[config.mk]
export PLATFORM = sky130hd
export DESIGN_NAME = psr_readout
export DESIGN_NICKNAME = d
export VERILOG_FILES = /design/src/logic/psr_pkg.sv /design/src/logic/psr_readout.sv /design/src/logic/psr_sync.sv
export SDC_FILE = /design/constraint.sdc
export NUM_CORES = 1
export LEC_CHECK = 0
export BUFFER_PORTS_ARGS = -buffer_cell sky130_fd_sc_hd__clkbuf_2
export CORE_MARGIN = 2
export CORE_UTILIZATION = 45
export DETAILED_ROUTE_END_ITERATION = 8
export SLEW_MARGIN = 20
export SYNTH_ARGS = -nofsm -noshare
export SYNTH_HDL_FRONTEND = slang
export SYNTH_SLANG_ARGS = --single-unit
[constraint.sdc]
create_clock -name ref_clk -period 4.3 [get_ports ref_clk]
set_input_delay 0.215 -clock ref_clk [delete_from_list [all_inputs] [get_ports ref_clk]]
set_output_delay 0.215 -clock ref_clk [all_outputs]
set_load 0.05 [all_outputs]
[src/logic/psr_pkg.sv]
// package for the pressure sensor register readout
// assumes a 10 MHz ref_clk and serial link clocks sampled in that domain
package psr_pkg;
  localparam logic [7:0] ADDR_SERIAL_PORT_CONTROL = 8'h00;
  localparam logic [7:0] ADDR_PART_IDENTIFIER = 8'h01;
  localparam logic [7:0] ADDR_DEVICE_STATUS = 8'h02;
  localparam logic [7:0] ADDR_PRESSURE_HIGH_BYTE = 8'h06;
  localparam logic [7:0] ADDR_PRESSURE_MID_BYTE = 8'h07;
  localparam logic [7:0] ADDR_PRESSURE_LOW_BYTE = 8'h08;
  localparam logic [7:0] ADDR_TEMPERATURE_HIGH_BYTE = 8'h09;
  localparam logic [7:0] ADDR_TEMPERATURE_LOW_BYTE = 8'h0a;
  localparam logic [7:0] ADDR_CONVERSION_COMMAND = 8'h30;
  localparam logic [7:0] SERIAL_PORT_CONTROL_RESET = 8'h00;
  localparam logic [7:0] CONVERSION_COMMAND_RESET = 8'h00;
  localparam int CTRL_FOUR_WIRE_BIT = 0;
  localparam int CTRL_LSB_FIRST_BIT = 1;
  localparam int CTRL_SOFT_RESET_BIT = 2;
  localparam int CMD_MODE_LSB = 0;
  localparam int CMD_START_BIT = 3;
  localparam int CMD_IDLE_LSB = 4;
  localparam int STATUS_READY_BIT = 0;
  localparam int STATUS_FAULT_LSB = 4;
  localparam int CLK_HZ = 10_000_000;
  localparam int IDLE_STEP_US = 62_500;
  localparam int IDLE_STEP_CYCLES = IDLE_STEP_US * (CLK_HZ / 1_000_000);
  localparam int CONV_TIME_US = 3_000;
  localparam int CONV_CYCLES = CONV_TIME_US * (CLK_HZ / 1_000_000);
  localparam logic [6:0] I2C_DEVICE_ADDR = 7'h6d;

  typedef enum logic [2:0] {
    PSR_MODE_TEMP = 3'b000,
    PSR_MODE_SENSOR = 3'b001,
    PSR_MODE_COMBINED = 3'b010,
    PSR_MODE_PERIODIC = 3'b011,
    PSR_MODE_OTP = 3'b100
  } psr_mode_type;

  typedef struct packed {
    logic [23:0] pressure;
    logic [15:0] temperature;
    logic [3:0] fault;
  } psr_result_type;

  typedef struct packed {
    logic in_spi;
    logic four_wire;
    logic lsb_first;
  } psr_link_cfg_type;
endpackage

[src/logic/psr_readout.sv]
// register readout for a pressure and temperature sensor, serial slave via spi or i2c
// assumes pins come asynchronously, link clock much slower than ref_clk
`timescale 1ns/1ps
module psr_readout #(
  parameter int CONV_CYCLES = psr_pkg::CONV_CYCLES,
  parameter int IDLE_STEP_CYCLES = psr_pkg::IDLE_STEP_CYCLES
) (
  input wire logic ref_clk,
  input wire logic rstn,
  input wire logic ce,
  input wire logic interface_select_pin,
  input wire logic serial_clk_pin,
  input wire logic data_in_pin,
  input wire logic [7:0] part_number_code,
  input wire logic diag_enable_otp,
  input wire logic [3:0] bridge_fault_in,
  input wire logic [23:0] pressure_in,
  input wire logic [15:0] temperature_in,
  output logic data_out,
  output logic data_oe_n,
  output logic sdo_out,
  output logic conv_busy
);
  // idle count times the four-bit field must stay inside the 32-bit counter
  if (CONV_CYCLES < 1 || IDLE_STEP_CYCLES < 1 || IDLE_STEP_CYCLES > 32'h0fff_ffff) begin : g_bad_counts
    $error("psr_readout: counts out of range");
  end

  logic [3:0] pins_sync;
  psr_sync #(.WIDTH(4)) u_sync (
    .ref_clk(ref_clk),
    .rstn(rstn),
    .ce(ce),
    .async_in({interface_select_pin, ~serial_clk_pin, data_in_pin, 1'b1}),
    .sync_out(pins_sync)
  );
  wire sel_s = pins_sync[3];
  // link clock passes inverted, so the flops' reset level matches an idle low clock
  wire sclk_s = ~pins_sync[2];
  wire din_s = pins_sync[1];

  typedef enum logic [1:0] {
    PSR_LS_ADDR = 2'b00,
    PSR_LS_WDATA = 2'b01,
    PSR_LS_RDATA = 2'b10
  } psr_link_state_type;

  logic sclk_d_reg, sclk_d_next;
  logic din_d_reg, din_d_next;
  logic sel_d_reg, sel_d_next;
  psr_link_state_type ls_reg, ls_next;
  logic [7:0] shift_reg, shift_next;
  logic [3:0] bit_reg, bit_next;
  logic [7:0] addr_reg, addr_next;
  logic rd_reg, rd_next;
  logic i2c_adr_reg, i2c_adr_next;
  logic [7:0] ctrl_reg, ctrl_next;
  logic [7:0] cmd_reg, cmd_next;
  logic ready_reg, ready_next;
  psr_pkg::psr_result_type res_reg, res_next;
  logic [31:0] conv_cnt_reg, conv_cnt_next;
  logic idle_reg, idle_next;
  logic loaded_reg, loaded_next;
  logic diag_reg, diag_next;
  logic dout_reg, dout_next;
  logic oe_n_reg, oe_n_next;
  logic sdo_reg, sdo_next;
  psr_pkg::psr_link_cfg_type cfg;
  logic [7:0] rdata;
  logic [7:0] wbyte;
  logic wr_stb;
  psr_pkg::psr_mode_type cmd_mode;
  assign cmd_mode = psr_pkg::psr_mode_type'(cmd_reg[2:0]);
  wire rise = sclk_s & ~sclk_d_reg;
  wire fall = ~sclk_s & sclk_d_reg;
  // frame start/stop: i2c start/stop, any select change opens or closes an spi frame
  wire spi_frame_edge = sel_s ^ sel_d_reg;
  wire frame_edge_start = sel_s & sclk_s & din_d_reg & ~din_s;
  wire frame_edge_stop = sel_s & sclk_s & ~din_d_reg & din_s;

  always_comb begin
    cfg.in_spi = ~sel_s;
    cfg.four_wire = ctrl_reg[psr_pkg::CTRL_FOUR_WIRE_BIT];
    cfg.lsb_first = cfg.in_spi & ctrl_reg[psr_pkg::CTRL_LSB_FIRST_BIT];
  end

  always_comb begin
    rdata = 8'h00;
    unique case (addr_reg)
      psr_pkg::ADDR_SERIAL_PORT_CONTROL: rdata = ctrl_reg;
      psr_pkg::ADDR_PART_IDENTIFIER: rdata = part_number_code;
      psr_pkg::ADDR_DEVICE_STATUS: rdata = {res_reg.fault, 2'b00, 1'b0, ready_reg};
      psr_pkg::ADDR_PRESSURE_HIGH_BYTE: rdata = res_reg.pressure[23:16];
      psr_pkg::ADDR_PRESSURE_MID_BYTE: rdata = res_reg.pressure[15:8];
      psr_pkg::ADDR_PRESSURE_LOW_BYTE: rdata = res_reg.pressure[7:0];
      psr_pkg::ADDR_TEMPERATURE_HIGH_BYTE: rdata = res_reg.temperature[15:8];
      psr_pkg::ADDR_TEMPERATURE_LOW_BYTE: rdata = res_reg.temperature[7:0];
      psr_pkg::ADDR_CONVERSION_COMMAND: rdata = cmd_reg;
      default: rdata = 8'h00;
    endcase
  end

  // serial engine: first byte address (spi: bit7 = read), then data bytes
  always_comb begin
    sclk_d_next = sclk_s;
    din_d_next = din_s;
    sel_d_next = sel_s;
    ls_next = ls_reg;
    shift_next = shift_reg;
    bit_next = bit_reg;
    addr_next = addr_reg;
    rd_next = rd_reg;
    i2c_adr_next = i2c_adr_reg;
    dout_next = dout_reg;
    oe_n_next = oe_n_reg;
    sdo_next = sdo_reg;
    wr_stb = 1'b0;
    // whole byte including the bit taken at this rise, in register bit order (reversed back for lsb first)
    wbyte = cfg.lsb_first ? {din_s, shift_reg[0], shift_reg[1], shift_reg[2],
                             shift_reg[3], shift_reg[4], shift_reg[5], shift_reg[6]} : {shift_reg[6:0], din_s};
    if (frame_edge_start || frame_edge_stop || spi_frame_edge) begin
      ls_next = PSR_LS_ADDR;
      bit_next = 4'h0;
      i2c_adr_next = ~cfg.in_spi;
      oe_n_next = 1'b1;
    end else if (rise) begin
      shift_next = {shift_reg[6:0], din_s};
      bit_next = bit_reg + 4'h1;
      if (bit_reg == 4'h7) begin
        bit_next = 4'h0;
        unique case (ls_reg)
          PSR_LS_ADDR: begin
            if (i2c_adr_reg) begin
              i2c_adr_next = 1'b0;
              rd_next = din_s;
              ls_next = din_s ? PSR_LS_RDATA : PSR_LS_ADDR;
              shift_next = rdata;
            end else begin
              addr_next = {1'b0, wbyte[6:0]};
              rd_next = cfg.in_spi & wbyte[7];
              ls_next = (cfg.in_spi && rd_next) ? PSR_LS_RDATA : PSR_LS_WDATA;
            end
          end
          PSR_LS_WDATA: begin
            wr_stb = 1'b1;
            addr_next = addr_reg + 8'h01;
          end
          PSR_LS_RDATA: begin
            addr_next = addr_reg + 8'h01;
          end
          default: ls_next = PSR_LS_ADDR;
        endcase
      end
    end else if (fall && ls_reg == PSR_LS_RDATA) begin
      if (bit_reg == 4'h0) begin
        shift_next = rdata;
      end
      dout_next = cfg.lsb_first ? rdata[bit_reg[2:0]] : rdata[3'h7 - bit_reg[2:0]];
      sdo_next = dout_next;
      oe_n_next = cfg.four_wire & cfg.in_spi;
    end
  end

  // registers, soft reset and conversion timebase
  always_comb begin
    ctrl_next = ctrl_reg;
    cmd_next = cmd_reg;
    ready_next = ready_reg;
    res_next = res_reg;
    conv_cnt_next = conv_cnt_reg;
    idle_next = idle_reg;
    loaded_next = 1'b1;
    diag_next = diag_reg;
    if (!loaded_reg) begin
      diag_next = diag_enable_otp;
    end
    if (wr_stb && addr_reg == psr_pkg::ADDR_SERIAL_PORT_CONTROL) begin
      ctrl_next = wbyte | {wbyte[0], wbyte[1], wbyte[2], wbyte[3], wbyte[4], wbyte[5], wbyte[6], wbyte[7]};
    end
    if (wr_stb && addr_reg == psr_pkg::ADDR_CONVERSION_COMMAND) begin
      cmd_next = wbyte;
      if (wbyte[psr_pkg::CMD_START_BIT]) begin
        ready_next = 1'b0;
        conv_cnt_next = 32'(CONV_CYCLES);
        idle_next = 1'b0;
      end
    end else if (cmd_reg[psr_pkg::CMD_START_BIT]) begin
      if (conv_cnt_reg != 32'h0000_0000) begin
        conv_cnt_next = conv_cnt_reg - 32'h0000_0001;
      end else if (!idle_reg) begin
        ready_next = 1'b1;
        if (cmd_mode != psr_pkg::PSR_MODE_SENSOR) begin
          res_next.temperature = temperature_in;
        end
        if (cmd_mode != psr_pkg::PSR_MODE_TEMP) begin
          res_next.pressure = pressure_in;
        end
        res_next.fault = diag_reg ? bridge_fault_in : 4'h0;
        if (cmd_mode == psr_pkg::PSR_MODE_PERIODIC) begin
          idle_next = 1'b1;
          conv_cnt_next = 32'(IDLE_STEP_CYCLES) * 32'(cmd_reg[7:4]);
        end else begin
          cmd_next[psr_pkg::CMD_START_BIT] = 1'b0;
        end
      end else begin
        idle_next = 1'b0;
        conv_cnt_next = 32'(CONV_CYCLES);
      end
    end
    if (ctrl_reg[psr_pkg::CTRL_SOFT_RESET_BIT]) begin
      ctrl_next = psr_pkg::SERIAL_PORT_CONTROL_RESET;
      cmd_next = psr_pkg::CONVERSION_COMMAND_RESET;
      ready_next = 1'b0;
      res_next = '0;
      conv_cnt_next = 32'h0000_0000;
      idle_next = 1'b0;
      loaded_next = 1'b0;
    end
  end

  always_ff @(posedge ref_clk) begin
    if (!rstn) begin
      sclk_d_reg <= 1'b0;
      sel_d_reg <= 1'b1;
      din_d_reg <= 1'b1;
      ls_reg <= PSR_LS_ADDR;
      shift_reg <= 8'h00;
      bit_reg <= 4'h0;
      addr_reg <= 8'h00;
      rd_reg <= 1'b0;
      i2c_adr_reg <= 1'b0;
      dout_reg <= 1'b1;
      oe_n_reg <= 1'b1;
      sdo_reg <= 1'b1;
      ctrl_reg <= psr_pkg::SERIAL_PORT_CONTROL_RESET;
      cmd_reg <= psr_pkg::CONVERSION_COMMAND_RESET;
      ready_reg <= 1'b0;
      res_reg <= '0;
      conv_cnt_reg <= 32'h0000_0000;
      idle_reg <= 1'b0;
      loaded_reg <= 1'b0;
      diag_reg <= 1'b0;
    end else if (ce) begin
      sclk_d_reg <= sclk_d_next;
      din_d_reg <= din_d_next;
      sel_d_reg <= sel_d_next;
      ls_reg <= ls_next;
      shift_reg <= shift_next;
      bit_reg <= bit_next;
      addr_reg <= addr_next;
      rd_reg <= rd_next;
      i2c_adr_reg <= i2c_adr_next;
      dout_reg <= dout_next;
      oe_n_reg <= oe_n_next;
      sdo_reg <= sdo_next;
      ctrl_reg <= ctrl_next;
      cmd_reg <= cmd_next;
      ready_reg <= ready_next;
      res_reg <= res_next;
      conv_cnt_reg <= conv_cnt_next;
      idle_reg <= idle_next;
      loaded_reg <= loaded_next;
      diag_reg <= diag_next;
    end
  end

  always_ff @(posedge ref_clk) begin
    if (!rstn) begin
      data_out <= 1'b1;
      data_oe_n <= 1'b1;
      sdo_out <= 1'b1;
      conv_busy <= 1'b0;
    end else if (ce) begin
      data_out <= dout_next;
      data_oe_n <= oe_n_next;
      sdo_out <= sdo_next;
      conv_busy <= cmd_next[psr_pkg::CMD_START_BIT] & ~idle_next;
    end
  end

  a_soft_reset_clears: assert property (@(posedge ref_clk) disable iff (!rstn)
    ce && ctrl_reg[psr_pkg::CTRL_SOFT_RESET_BIT] |=> ctrl_reg == 8'h00 && cmd_reg == 8'h00)
    else $error("soft reset did not clear registers");
  a_start_clears_ready: assert property (@(posedge ref_clk) disable iff (!rstn)
    ce && wr_stb && addr_reg == psr_pkg::ADDR_CONVERSION_COMMAND && wbyte[3]
      && !ctrl_reg[psr_pkg::CTRL_SOFT_RESET_BIT] |=> !ready_reg)
    else $error("ready not cleared by start");
  a_ctrl_mirror: assert property (@(posedge ref_clk) disable iff (!rstn)
    ctrl_reg[0] == ctrl_reg[7] && ctrl_reg[1] == ctrl_reg[6] && ctrl_reg[2] == ctrl_reg[5])
    else $error("control mirror broken");
  a_status_bit1_zero: assert property (@(posedge ref_clk) disable iff (!rstn)
    addr_reg == psr_pkg::ADDR_DEVICE_STATUS |-> rdata[1] == 1'b0 && rdata[0] == ready_reg)
    else $error("status layout wrong");
  a_part_identifier_read: assert property (@(posedge ref_clk) disable iff (!rstn)
    addr_reg == psr_pkg::ADDR_PART_IDENTIFIER |-> rdata == part_number_code)
    else $error("part identifier wrong");
  a_pressure_map: assert property (@(posedge ref_clk) disable iff (!rstn)
    addr_reg == psr_pkg::ADDR_PRESSURE_HIGH_BYTE |-> rdata == res_reg.pressure[23:16])
    else $error("pressure map wrong");
  a_temp_map: assert property (@(posedge ref_clk) disable iff (!rstn)
    addr_reg == psr_pkg::ADDR_TEMPERATURE_LOW_BYTE |-> rdata == res_reg.temperature[7:0])
    else $error("temperature map wrong");
  a_fault_gated: assert property (@(posedge ref_clk) disable iff (!rstn)
    !diag_reg |-> res_reg.fault == 4'h0)
    else $error("fault reported without diagnosis");
endmodule

[src/logic/psr_sync.sv]
// two-flop synchroniser for pin inputs
// assumes the input is asynchronous to clk
`timescale 1ns/1ps
module psr_sync #(
  parameter int WIDTH = 1
) (
  input wire logic ref_clk,
  input wire logic rstn,
  input wire logic ce,
  input wire logic [WIDTH-1:0] async_in,
  output logic [WIDTH-1:0] sync_out
);
  logic [WIDTH-1:0] meta_reg;
  logic [WIDTH-1:0] meta_next;
  logic [WIDTH-1:0] sync_reg;
  logic [WIDTH-1:0] sync_next;

  always_comb begin
    meta_next = meta_reg;
    sync_next = sync_reg;
    if (!rstn) begin
      meta_next = '1;
      sync_next = '1;
    end else if (ce) begin
      meta_next = async_in;
      sync_next = meta_reg;
    end
  end

  always_ff @(posedge ref_clk) begin
    meta_reg <= meta_next;
    sync_reg <= sync_next;
  end

  assign sync_out = sync_reg;
endmodule

==> flow_summary.ini <==
[drt]
routed_via_density = 6.043
route.vias.total = 7923
drt_pass1_iterations = 5
detail_route.drc_violations = 0
finalWirelength_mm = 24.54
routedWlPerCell_um = 18.72
ant_nets = 0
drt_first_iter_violations = 558

[floorplanning]
die_h_um = 139.1
start_util = 0.4575
dieWidth_um = 139.1
core.rowCount = 49
floorplan.die_area_mm2 = 0.01936
core_region_area_mm2 = 0.01796
floorplan.io_pins = 63

[layout]
drive_gt1_frac = 0.1405
fillerInstances = 1770
largest_reg_flops = 44
antenna-diode-count = 0
nNetsFinal = 1164
finalCoreUtilization = 0.5199
fin_cells = 1311
areaGrowthSynthToFinish_pct = 13.62

[placement]
port_buffers = 62
place.detailed.hpwl_mm = 17.70
dpl.cell_count = 1278
gp_congestion = 0.9140

[sta]
slew_headroom = 0.3898
grt_setup_unrepaired = false
report.final.hold_viol_count = 0
setup_total_negative_slack_ns = 0
fin_crit_sh = 0.8608
fmax_ghz = 0.2702
final.hold.worst_slack_ns = 0.01864
worst_clock_skew_ns = 0.01248
period_minus_slack_ns = 3.701
finalSetupViolCount = 0
drv_slew = 0
tightest_slew_ns = 0.9153

[critical_path]
arrival_time_of_data_at_the_critical_path_endpoint_ns = 4.04
critPathMostFrequentCell = ha_1
crit_path_end_kind = flip-flop
critical_path_class = flip-flop to flip-flop
r2r_start = cmd_reg[7]
worstSetupStartpoint = cmd_reg[7]
cp_slowest_cell = a211oi_1
worst_ep_required_time_ns = 4.64
setup.worst_path.start_class = flip-flop
critPathTopFamily = compound AO/OA/AOI/OAI gates
crit_fanout = 9
slowest_delay_ns = 0.69
crit_path_cell_trace = ha_1 -> fa_1 -> inv_1 -> ha_1 -> a21o_1 -> a21oi_1 -> nand2b_1 -> a211oi_1 -> a22oi_1 -> mux2_2 -> a311oi_1
buffer_and_inverter_count_on_the_worst_path = 1

[power]
power-per-cell-area_mw_per_mm2 = 309.9
power.ir.vdd_worst_v = 0.0002658
fin_total_pwr_mw = 2.894
leakagePower_nw = 3.662

[grt]
grt_first_pass_wirelength_mm = 39.74
antenna_found_initial = 0
grt_start_max_net_pins = 95
global_route.overflow_total = 0
grt_use_total = 0.2545
first_global_vias = 7474

[synthesis]
synth-warning-count = 0
synthCells = 1039
synth-edff-count = 0
synth_async_sr_flop_share = 0
synth_top_cells_by_count = dfxtp_1, nand2_1, nor2_1
synthesis.area_mm2 = 0.008219
mappedNetlistNets = 1134
synth_top_area_frac = 0.3093
synthesis.area_per_instance_um2 = 7.911
ys_dominant_reg_cell = dfxtp_1
synth.distinct_cells = 80
post-synth-top-count-cell = dfxtp_1
synth_seq_area_share = 0.3093
synth_largest_area_cell = dfxtp_1
yosys_register_bits = 127
leading_cell_types_by_total_area_after_synthesis = dfxtp_1, ha_1, nand2_1

[flow_run]
maxCapViolCount = 0

[min_path]
holdCritPathClass = input pin to flip-flop
hold_path_startpoint = pressure_in[10]

[cts]
ctsRootBufferMaster = clkbuf_16
number_of_clock_sinks = 127
cts_max_level = 4
clock_tree.buffer_depth = 2
cts-resized-gates = 0
cts_inserted_buffers = 17
tritoncts = built
insertion_delay_of_the_later_clocked_pin_in_the_worst_skew_pair_ns = 0.44
clk_transition_reported_paths_ns = 0.07

[run_status]
outcome = finished clean
-- logic make-up after synthesis --
kind of cell,after synthesis,share of synthesized area
multiplexers,29,0.03836
AO/OA/AOI/OAI,287,0.2283
AND/OR/NAND/NOR,422,0.2786
buffers and inverters,104,0.05252
XOR/XNOR,34,0.03623
adder cells (fa/ha/maj),36,0.05663
flip-flops,127,0.3093
-- routing by layer --
metal  vias to the layer above  global-route usage  wire, um
li1                       3923                   -         -
met2                       252              0.4151     11310
met1                      3690              0.3318     11190
met4                         0              0.1058       829
met5                         -                   0         0
met3                        58             0.04765      1205
-- cell type report --
type / instances / area, um^2 / area share
clock buffer: 17 / 425.4 / 0.04555
inverter: 27 / 101.3 / 0.01085
timing repair buffer: 88 / 510.5 / 0.05466
sequential: 127 / 2544 / 0.2724
multi-input combinational: 808 / 5259 / 0.5631
clock inverter: 15 / 212.7 / 0.02278
tap: 229 / 286.5 / 0.03068
-- worst register-to-register path, stage by stage (launching register included) --
cell	delay [ns]
dfxtp_1	0.52
ha_1	0.34
fa_1	0.52
inv_1	0.05
ha_1	0.34
a21o_1	0.13
a21oi_1	0.10
nand2b_1	0.19
a211oi_1	0.69
a22oi_1	0.17
mux2_2	0.32
a311oi_1	0.26
-- placed cells by master, fill, tap and decap left out, types with 7 or more instances in the layout --
master,count
clkbuf_2,61
nand3_1,32
nor3_1,37
a22oi_1,14
nand2_1,113
nand4b_1,44
xnor2_1,23
nand3b_1,7
a21oi_1,72
o21ai_1,18
o22ai_1,8
inv_1,25
nand2b_1,7
a2bb2oi_1,9
or3_1,13
o21ai_0,59
and2_1,11
xor2_1,11
ha_1,34
nor4_1,11
a211oi_1,27
dfxtp_1,126
mux2i_1,18
buf_4,26
nor2_1,85
and3_1,11
mux2_2,10
nand4_1,14
clkbuf_16,17
a31oi_1,8
-- power by group --
part	leakage, nW	switching [mW]	internal [mW]	total [mW]
logic	2.32	0.0707	0.0381	0.109
registers	1.03	0.00657	1.18	1.19
clock network	0.314	0.652	0.944	1.60
total	3.66	0.729	2.16	2.89
-- per-stage QoR --
step	setup slack (ns)	cell area, um^2
2_1_floorplan	0.4042	8219
3_3_place_gp	0.7681	8690
3_5_place_dp	0.7015	8690
4_1_cts	0.6659	9338
5_1_grt	0.3287	9339
6_report	0.5986	9339
-- final timing paths --
path	endpoint	slack, ns	cells after the start
min	res_reg[30]	0.02	3
max	conv_cnt_reg[22]	0.60	11
min reg2reg	res_reg[35]	0.46	2
max reg2reg	conv_cnt_reg[22]	0.60	11
-- timing repair --
action	in CTS	in global routing
endpoints found under the setup margin	0	0
setup buffers	0	0
hold buffers	1	0
hold endpoints to repair	1	0
Note: power is estimated with default switching activity, not from simulation.
